<file path="src/include/sss_pkg.sv">
//------------------------------------------------------------------------------
// Purpose: Constants and carriers for the synchronous serial slave port
// Assumes: 8-bit register port, 3-bit register index, one system clock
// Notes:   Register indices are local choices; bit positions follow the map
//------------------------------------------------------------------------------
package sss_pkg;

    //--------------------------------------------------------------------------
    // Widths
    //--------------------------------------------------------------------------
    localparam int ADDR_W = 3;
    localparam int DATA_W = 8;
    localparam int CHAR_W = 9;
    localparam int FIFO_DEPTH = 2;

    //--------------------------------------------------------------------------
    // Register indices
    //--------------------------------------------------------------------------
    localparam logic [2:0] REG_CORE_INT_CTL = 3'h0;
    localparam logic [2:0] REG_PERIPH_IRQ_EN = 3'h1;
    localparam logic [2:0] REG_PERIPH_IRQ_FLAGS = 3'h2;
    localparam logic [2:0] REG_RX_STATUS_CTL = 3'h3;
    localparam logic [2:0] REG_PORT_C_DIR = 3'h4;
    localparam logic [2:0] REG_TX_HOLDING = 3'h5;
    localparam logic [2:0] REG_TX_STATUS_CTL = 3'h6;
    localparam logic [2:0] REG_RX_DATA = 3'h7;

    //--------------------------------------------------------------------------
    // Field positions
    //--------------------------------------------------------------------------
    localparam int B_GLOBAL_IRQ_EN = 7;
    localparam int B_PERIPH_IRQ_EN = 6;
    localparam int B_RX_IRQ_EN = 5;
    localparam int B_TX_IRQ_EN = 4;
    localparam int B_RX_READY_FLAG = 5;
    localparam int B_TX_EMPTY_FLAG = 4;
    localparam int B_PORT_EN = 7;
    localparam int B_RX_NINE_EN = 6;
    localparam int B_SINGLE_RX_EN = 5;
    localparam int B_CONT_RX_EN = 4;
    localparam int B_ADDR_DETECT_EN = 3;
    localparam int B_FRAMING_ERR = 2;
    localparam int B_OVERRUN_ERR = 1;
    localparam int B_RX_NINTH_BIT = 0;
    localparam int B_CLK_SRC_MASTER = 7;
    localparam int B_TX_NINE_EN = 6;
    localparam int B_TX_EN = 5;
    localparam int B_SYNC_MODE = 4;
    localparam int B_HIGH_BAUD = 2;
    localparam int B_TX_SHIFT_EMPTY = 1;
    localparam int B_TX_NINTH_BIT = 0;
    localparam int B_CLK_PIN_DIR = 6;

    //--------------------------------------------------------------------------
    // Reset values and write masks
    //--------------------------------------------------------------------------
    localparam logic [7:0] CORE_INT_CTL_RST = 8'h00;
    localparam logic [7:0] PERIPH_IRQ_EN_RST = 8'h00;
    localparam logic [7:0] RX_STATUS_CTL_RST = 8'h00;
    localparam logic [7:0] PORT_C_DIR_RST = 8'hff;
    localparam logic [7:0] TX_STATUS_CTL_RST = 8'h02;
    localparam logic [7:0] RX_CTL_WMASK = 8'hf8;
    localparam logic [7:0] TX_CTL_WMASK = 8'hf5;
    localparam logic [3:0] BITS_SHORT = 4'h8;
    localparam logic [3:0] BITS_LONG = 4'h9;
    localparam logic [12:0] ISR_VECTOR = 13'h0004;

    //--------------------------------------------------------------------------
    // Types
    //--------------------------------------------------------------------------
    typedef enum logic [0:0] {
        SSS_TX_IDLE = 1'b0,
        SSS_TX_SHIFT = 1'b1
    } sss_tx_state_t;

    typedef struct packed {
        logic [ADDR_W-1:0] addr;
        logic [DATA_W-1:0] wrData;
        logic wrStb;
        logic rdStb;
    } sss_bus_req_t;

    typedef struct packed {
        logic [7:0] coreIntCtl;
        logic [7:0] periphIrqEn;
        logic [7:0] portCDir;
        logic [7:0] rxCtl;
        logic [7:0] txCtl;
        logic overrun;
        logic [CHAR_W-1:0] txHold;
        logic txHoldFull;
        sss_tx_state_t txState;
        logic [CHAR_W-1:0] txShift;
        logic [3:0] txCount;
        logic [CHAR_W-1:0] rxShift;
        logic [3:0] rxCount;
        logic [FIFO_DEPTH-1:0][CHAR_W-1:0] rxFifo;
        logic [1:0] rxLevel;
        logic [2:0] clkSync;
        logic [1:0] dataSync;
        logic [7:0] rdData;
        logic serDataOut;
        logic serDataOe;
        logic serClkOe;
        logic coreWake;
        logic coreVector;
        logic [12:0] vectorAddr;
    } sss_state_t;

endpackage

</file>
<file path="src/rtl/sss_sync_slave.sv">
//------------------------------------------------------------------------------
// Purpose: Synchronous slave mode of an addressable serial port
// Assumes: Serial clock idles low; leading edge is rising, trailing is falling
// Notes:   Serial clock and data are sampled by mclk and edge detected
//------------------------------------------------------------------------------
// Notes on behaviour
// - Write to empty holding register moves at once into shifter and starts.
// - Second write while shifting stays held; buffer empty flag remains clear.
// - After shifter empties, pending character moves in and empty flag sets in the same cycle.
// - Empty flag with peripheral and transmit enables wakes sleeping core.
// - Slave mode needs sync select and port enable set, clock master clear.
// - Slave mode transmits when both receive enables are clear.
// - Nine-bit transmit sends stored ninth bit as character's top bit.
// - Writing low eight bits to holding register starts transmit when enabled.
// - No slave transmission until transmit enable is set.
// - Slave reception runs while continuous enable set; single enable ignored.
// - Completed character moves to receive data register, also during sleep.
// - Receive interrupt with its enable and peripheral enable set wakes the sleeping core.
// - Nine-bit receive shifts nine bits; top bit shown as ninth bit field.
// - Receive ready flag sets on completion; interrupt if enabled.
// - Clearing continuous receive enable clears overrun error.
// - During sleep only synchronous slave mode keeps shifting.
// - Slave shifters move only on edges of the master's serial clock.
// - Reading receive data pops buffer; ready flag clears when empty.
// - On wake core runs next instruction; with global enable, vectors 0004h.
// - Transmit data changes on leading edge, one bit per clock cycle.
// - Two-character buffer; third character sets overrun, keeps data, stops.
// - Clock pin driver is off whenever configured as synchronous slave.
`timescale 1ns/100ps

module sss_sync_slave
    import sss_pkg::*;
(
    input wire logic mclk,
    input wire logic srst,
    input wire logic clkEn,
    input wire sss_bus_req_t busReq,
    output logic [DATA_W-1:0] busRdData,
    input wire logic serClkIn,
    output logic serClkOut,
    output logic serClkOe,
    input wire logic serDataIn,
    output logic serDataOut,
    output logic serDataOe,
    input wire logic coreSleep,
    output logic coreWake,
    output logic coreVector,
    output logic [12:0] coreVectorAddr
);

    //--------------------------------------------------------------------------
    // Helpers
    //--------------------------------------------------------------------------
    // Character length shared by both shifters
    function automatic logic [3:0] charBits(input logic nine);
        charBits = nine ? BITS_LONG : BITS_SHORT;
    endfunction

    // An 8-bit character ends up in the top bits of the right-shifting register
    function automatic logic [CHAR_W-1:0] rxAlign(input logic [CHAR_W-1:0] sr,
                                                  input logic nine);
        rxAlign = nine ? sr : {1'b0, sr[CHAR_W-1:1]};
    endfunction

    //--------------------------------------------------------------------------
    // State
    //--------------------------------------------------------------------------
    sss_state_t s_r;
    sss_state_t s_nxt;

    logic portEn;
    logic syncMode;
    logic clkMaster;
    logic slaveMode;
    logic contRx;
    logic singleRx;
    logic txMode;
    logic rxMode;
    logic txEnable;
    logic txNine;
    logic rxNine;
    logic clkRise;
    logic clkFall;
    logic txEmpty;
    logic rxReady;
    logic irqPending;

    assign portEn = s_r.rxCtl[B_PORT_EN];
    assign syncMode = s_r.txCtl[B_SYNC_MODE];
    assign clkMaster = s_r.txCtl[B_CLK_SRC_MASTER];
    assign slaveMode = portEn & syncMode & ~clkMaster;
    assign contRx = s_r.rxCtl[B_CONT_RX_EN];
    assign singleRx = s_r.rxCtl[B_SINGLE_RX_EN];
    assign txMode = slaveMode & ~contRx & ~singleRx;
    assign rxMode = slaveMode & contRx;
    assign txEnable = s_r.txCtl[B_TX_EN];
    assign txNine = s_r.txCtl[B_TX_NINE_EN];
    assign rxNine = s_r.rxCtl[B_RX_NINE_EN];
    // Edges come from the second and third stages only
    assign clkRise = s_r.clkSync[1] & ~s_r.clkSync[2];
    assign clkFall = ~s_r.clkSync[1] & s_r.clkSync[2];
    assign txEmpty = ~s_r.txHoldFull;
    assign rxReady = (s_r.rxLevel != 2'h0);
    assign irqPending = s_r.coreIntCtl[B_PERIPH_IRQ_EN] &
        ((txEmpty & s_r.periphIrqEn[B_TX_IRQ_EN]) |
         (rxReady & s_r.periphIrqEn[B_RX_IRQ_EN]));

    //--------------------------------------------------------------------------
    // Next state
    //--------------------------------------------------------------------------
    always_comb
    begin
        logic pop;
        logic done;
        logic [1:0] level;
        logic [CHAR_W-1:0] rxChar;
        pop = 1'b0;
        done = 1'b0;
        level = 2'h0;
        rxChar = '0;
        s_nxt = s_r;

        // Link inputs pass two flops before any logic sees them
        s_nxt.clkSync = {s_r.clkSync[1], s_r.clkSync[0], serClkIn};
        s_nxt.dataSync = {s_r.dataSync[0], serDataIn};

        // Transmit shifter; gated by slave mode, so it never runs on mclk alone
        case (s_r.txState)
            SSS_TX_IDLE:
            begin
                if (txMode && txEnable && s_r.txHoldFull)
                begin
                    s_nxt.txShift = s_r.txHold;
                    s_nxt.txCount = charBits(txNine);
                    s_nxt.txHoldFull = 1'b0;
                    s_nxt.txState = SSS_TX_SHIFT;
                end
            end
            SSS_TX_SHIFT:
            begin
                if (!txMode || !txEnable)
                begin
                    s_nxt.txState = SSS_TX_IDLE;
                    s_nxt.txCount = 4'h0;
                end
                else if (clkRise && s_r.txCount != 4'h0)
                begin
                    // One bit per clock, placed on the leading edge
                    s_nxt.serDataOut = s_r.txShift[0];
                    s_nxt.txShift = {1'b0, s_r.txShift[CHAR_W-1:1]};
                    s_nxt.txCount = s_r.txCount - 4'h1;
                end
                else if (clkFall && s_r.txCount == 4'h0)
                begin
                    // Last bit held through its trailing edge before release
                    s_nxt.txState = SSS_TX_IDLE;
                end
            end
            default:
            begin
                s_nxt.txState = SSS_TX_IDLE;
            end
        endcase

        // Receive buffer pop; the head sits at index 0
        if (busReq.rdStb && busReq.addr == REG_RX_DATA && rxReady)
        begin
            pop = 1'b1;
            s_nxt.rxFifo[0] = s_r.rxFifo[1];
        end
        level = s_r.rxLevel - {1'b0, pop};

        // Receive shifter; the single receive enable plays no part here
        if (!contRx)
        begin
            s_nxt.overrun = 1'b0;
            s_nxt.rxCount = 4'h0;
        end
        else if (rxMode && !s_r.overrun && clkFall)
        begin
            s_nxt.rxShift = {s_r.dataSync[1], s_r.rxShift[CHAR_W-1:1]};
            if (s_r.rxCount + 4'h1 == charBits(rxNine))
            begin
                done = 1'b1;
                s_nxt.rxCount = 4'h0;
                rxChar = rxAlign(s_nxt.rxShift, rxNine);
            end
            else
            begin
                s_nxt.rxCount = s_r.rxCount + 4'h1;
            end
        end

        // Completed character lands in the buffer, sleep or not
        if (done)
        begin
            if (level == 2'(FIFO_DEPTH))
            begin
                // Buffered data is kept and reception stops
                s_nxt.overrun = 1'b1;
            end
            else
            begin
                s_nxt.rxFifo[level[0]] = rxChar;
                level = level + 2'h1;
            end
        end
        s_nxt.rxLevel = level;

        // Register writes; a holding write after a move in the same cycle wins
        if (busReq.wrStb)
        begin
            case (busReq.addr)
                REG_CORE_INT_CTL: s_nxt.coreIntCtl = busReq.wrData;
                REG_PERIPH_IRQ_EN: s_nxt.periphIrqEn = busReq.wrData;
                REG_PORT_C_DIR: s_nxt.portCDir = busReq.wrData;
                // Address detect is stored but has no effect in this mode
                REG_RX_STATUS_CTL: s_nxt.rxCtl = busReq.wrData & RX_CTL_WMASK;
                REG_TX_STATUS_CTL: s_nxt.txCtl = busReq.wrData & TX_CTL_WMASK;
                REG_TX_HOLDING:
                begin
                    if (txEnable)
                    begin
                        // Held here while the shifter is busy, so the flag stays clear
                        s_nxt.txHold = {s_r.txCtl[B_TX_NINTH_BIT], busReq.wrData};
                        s_nxt.txHoldFull = 1'b1;
                    end
                end
                default:
                begin
                end
            endcase
        end

        // Read data exists only in the cycle after the strobe
        s_nxt.rdData = 8'h00;
        if (busReq.rdStb)
        begin
            case (busReq.addr)
                REG_CORE_INT_CTL: s_nxt.rdData = s_r.coreIntCtl;
                REG_PERIPH_IRQ_EN: s_nxt.rdData = s_r.periphIrqEn;
                REG_PERIPH_IRQ_FLAGS:
                begin
                    s_nxt.rdData[B_RX_READY_FLAG] = rxReady;
                    s_nxt.rdData[B_TX_EMPTY_FLAG] = txEmpty;
                end
                REG_RX_STATUS_CTL:
                begin
                    s_nxt.rdData = s_r.rxCtl & RX_CTL_WMASK;
                    s_nxt.rdData[B_FRAMING_ERR] = 1'b0;
                    s_nxt.rdData[B_OVERRUN_ERR] = s_r.overrun;
                    s_nxt.rdData[B_RX_NINTH_BIT] = s_r.rxFifo[0][CHAR_W-1];
                end
                REG_PORT_C_DIR: s_nxt.rdData = s_r.portCDir;
                REG_TX_STATUS_CTL:
                begin
                    s_nxt.rdData = s_r.txCtl & TX_CTL_WMASK;
                    s_nxt.rdData[B_TX_SHIFT_EMPTY] = (s_r.txState == SSS_TX_IDLE);
                end
                REG_RX_DATA: s_nxt.rdData = s_r.rxFifo[0][7:0];
                default: s_nxt.rdData = 8'h00;
            endcase
        end

        // Pins: the master owns the clock line in slave mode
        s_nxt.serClkOe = ~slaveMode & portEn & syncMode & clkMaster &
            ~s_r.portCDir[B_CLK_PIN_DIR];
        s_nxt.serDataOe = txMode & txEnable;

        // Core wake and vectoring
        s_nxt.coreWake = coreSleep & irqPending;
        s_nxt.coreVector = irqPending & s_r.coreIntCtl[B_GLOBAL_IRQ_EN];
        s_nxt.vectorAddr = ISR_VECTOR;
    end

    //--------------------------------------------------------------------------
    // Registers
    //--------------------------------------------------------------------------
    always_ff @(posedge mclk)
    begin
        if (srst)
        begin
            s_r <= '0;
            s_r.coreIntCtl <= CORE_INT_CTL_RST;
            s_r.periphIrqEn <= PERIPH_IRQ_EN_RST;
            s_r.rxCtl <= RX_STATUS_CTL_RST;
            s_r.portCDir <= PORT_C_DIR_RST;
            s_r.txCtl <= TX_STATUS_CTL_RST & TX_CTL_WMASK;
            s_r.txState <= SSS_TX_IDLE;
        end
        else if (clkEn)
        begin
            s_r <= s_nxt;
        end
    end

    //--------------------------------------------------------------------------
    // Outputs
    //--------------------------------------------------------------------------
    assign busRdData = s_r.rdData;
    assign serClkOut = 1'b0;
    assign serClkOe = s_r.serClkOe;
    assign serDataOut = s_r.serDataOut;
    assign serDataOe = s_r.serDataOe;
    assign coreWake = s_r.coreWake;
    assign coreVector = s_r.coreVector;
    assign coreVectorAddr = s_r.vectorAddr;

endmodule

</file>
<file path="config.mk">
export PLATFORM = sky130hd
export DESIGN_NAME = sss_sync_slave
export DESIGN_NICKNAME = d
export VERILOG_FILES = /design/src/include/sss_pkg.sv /design/src/rtl/sss_sync_slave.sv
export SDC_FILE = /design/constraint.sdc
export NUM_CORES = 1
export LEC_CHECK = 0
export BUFFER_PORTS_ARGS = -buffer_cell sky130_fd_sc_hd__buf_2
export CAP_MARGIN = 20
export CORE_AREA = 2 2 107 109
export CTS_BUF_LIST = sky130_fd_sc_hd__clkbuf_2 sky130_fd_sc_hd__clkbuf_4 sky130_fd_sc_hd__clkbuf_8
export DETAILED_ROUTE_END_ITERATION = 6
export DIE_AREA = 0 0 109 111
export PLACE_DENSITY_LB_ADDON = 0.05
export SYNTH_ARGS = -nofsm -noshare
export SYNTH_HDL_FRONTEND = slang
export SYNTH_SLANG_ARGS = --single-unit
</file>
<file path="constraint.sdc">
create_clock -name mclk -period 3.7 [get_ports mclk]
set_input_delay 0.74 -clock mclk [delete_from_list [all_inputs] [get_ports mclk]]
set_output_delay 0.74 -clock mclk [all_outputs]
set_load 0.1 [all_outputs]
</file>
==> reports/metrics.csv <==
metric,value,unit
status,"complete, no violations",
Hold Path Origin,busRdData[7],
"Arr. time, crit path",2920,ps
Post-Syn Area,0.00538,sq mm
core area,0.0111,sq mm
area occupied by multi-input gates,0.00283,sq mm
I/O Pins,46,
Hold WC Path Type,reg2reg,
fin util,51.9,%
first-pass GRT wire length,20.4,mm
Crit Path Max Fanout,18,
yosys warns,0,
diode count,0,
H-tree level count,3,
starting density of the core,48.6,%
sequential element share of the synthesized area,41.3,%
clk slew on worst S/H paths,110,ps
Final Cycle Share,71.7,%
Layout fillers,1048,
Area Growth Syn to Fin,6.95,%
Post-Place Worst Slack,655,ps
Crit-path slowest cell,or4_4,
DR WL/cell,16.6,um
CP top delay family,simple AND/OR/NAND/NOR gates,
P per Cell Area,380,mW/mm^2
Post-DRT Antenna Nets,0,
Max clock buf depth,2,
port bufs,32,
Startpoint Class,input port,
fraction of layout cells with a size suffix above 1,18.8,%
Post-synth EDFFs,0,
DRT Wirelength,12.5,mm
Yosys reg bits,111,
fraction of registers with async set/reset,0,%
total iterations of the first detailed-routing run,4,
CTS root buf,clkbuf_8,
crit path launch,busReq[12],
Setup CP Type,in2reg,
post-CTS sizing,0,
GRT Overall Usage,21.7,%
net total in the final layout,631,
Clock Latency Late Sink,380,ps
gp weighted congestion,0.796,
Rows,39,
syn avg cell area,9.00,sq um
die height,111,um
CP Data Required Time,3970,ps
flop2flop setup slack,1080,ps
Worst Path Buf+Inv,1,
gr ovfl total,0,
crit path time final,2650,ps
largest net degree at the start of global routing,40,
clk_skew,13.0,ps
final hold vios,0,
fin. max-slew vios,0,
Netlist cell types,60,
cell mode on critical path,ha_1,
via count,4124,
LEAKAGE,0.00221,uW
Cells after Synth,598,
Reg area,0.00222,sq mm
Post-CTS Setup Repair Bufs,0,
max-cap violation count,0,
slew margin rel.,33.4,%
CTS Hold Bufs,0,
Worst VDD drop,0.346,mV
DRC,0,
total chip power,2190,uW
die area,0.0121,sq mm
Largest register FFs,90,
worst-path cell chain,buf_2 > nand2_1 > nor2_2 > ha_1 > xor2_1 > ha_1 > nand2b_1 > or4_4 > and3_2 > a311o_1,
max incr delay on CP,540,ps
Final Setup Violations,0,
initial antenna violation count,0,
via density per instance,5.47,
Die X,109,um
Num CTS Buffers,9,
number of global-route vias before repair,3942,
Worst Max-Slew Pin Slew,995,ps
RSZ-0062 raised after global routing,false,
DR iter-0 viols,253,
kind of end point of the critical path,flip-flop,
Reg with most FFs,s_r,
CTS sink count,111,
fmax,0.377,GHz
detailed-placement wirelength estimate,8.79,mm
CTS tree,done,
Fin Setup TNS,0,ps
top_reg_cell synth,dfxtp_1,
r2r startpoint,s_r[32],
worst setup margin,1050,ps
==> metrics by stage <==
stage | instance area, sq um | hold slack (ps) | instances
2_1_floorplan | 5430 | 436 | 610
3_3_place_gp | 5550 | 447 | 738
3_5_place_dp | 5550 | 454 | 738
4_1_cts | 5750 | 470 | 754
5_1_grt | 5750 | 489 | 754
6_report | 5750 | 467 | 754
==> layer usage <==
metal / track usage (%) / routed length [um] / vias up
met5: 0 / 0 / -
met4: 5.30 / 136 / 0
met3: 5.53 / 466 / 8
met2: 34.9 / 6140 / 75
met1: 28.8 / 5780 / 1952
li1: - / - / 2089
==> cells in the mapped netlist (all sizes together), types with 4 or more instances <==
cell,instances,area [sq um]
dfxtp,111,2220
nor2,104,393
mux2i,66,661
nand2,51,191
buf,39,260
mux2,26,293
clkbuf,24,90.1
nand3,23,120
a21oi,17,85.1
a22oi,14,105
inv,11,41.3
a211oi,10,75.1
a311o,10,100
and3,10,71.3
a31oi,8,50.1
o21ai,7,35.0
ha,6,75.1
nor3,6,40.0
nand4,4,25.0
o211ai,4,30.0
==> final cells by class <==
class | instances | area share [%]
Clock inverter | 5 | 0.978
Tap cell | 143 | 3.11
Multi-Input combinational cell | 425 | 49.2
Sequential cell | 111 | 38.6
Clock buffer | 11 | 2.52
Inverter | 11 | 0.718
Timing Repair Buffer | 48 | 4.87
==> cells in the final DEF, fill, tap and decap left out, drive strengths merged, types with 12 or more instances in the layout <==
master	instances
nand2	51
dfxtp	111
buf	48
mux2	26
a22oi	14
nor2	104
conb	13
mux2i	66
a21oi	17
inv	12
nand3	23
==> power by group <==
group / internal, uW / total, uW / switching [uW] / leakage (uW)
clock network: 340 / 751 / 411 / 0.000103
logic: 48.3 / 220 / 172 / 0.00121
registers: 1210 / 1210 / 8.44 / 0.000896
==> worst register-to-register path, cell delays in order (launching register included) <==
cell and delay [ps]:
dfxtp_1 370, o211ai_1 230, nor2_2 70, ha_1 230, xor2_1 170, ha_1 220, nand2b_1 140, or4_4 540
and3_2 220, a311o_1 320
==> path summary, 6_finish.rpt <==
| kind | depth (start not counted) | endpoint |
|---|---|---|
| hold reg to reg | 2 | busRdData[7] |
| setup reg to reg | 9 | s_r[35] |
| hold / removal | 2 | busRdData[7] |
| setup / recovery | 10 | s_r[35] |
==> cell families after synthesis <==
family,synth area share (%)
compound gates,11.3
xor+xnor,0.651
fa+ha+maj,1.40
buf+inv,7.28
flops,41.3
mux,18.6
other cells,0.0697
simple gates,19.4
(Power assumes the default switching activity.)
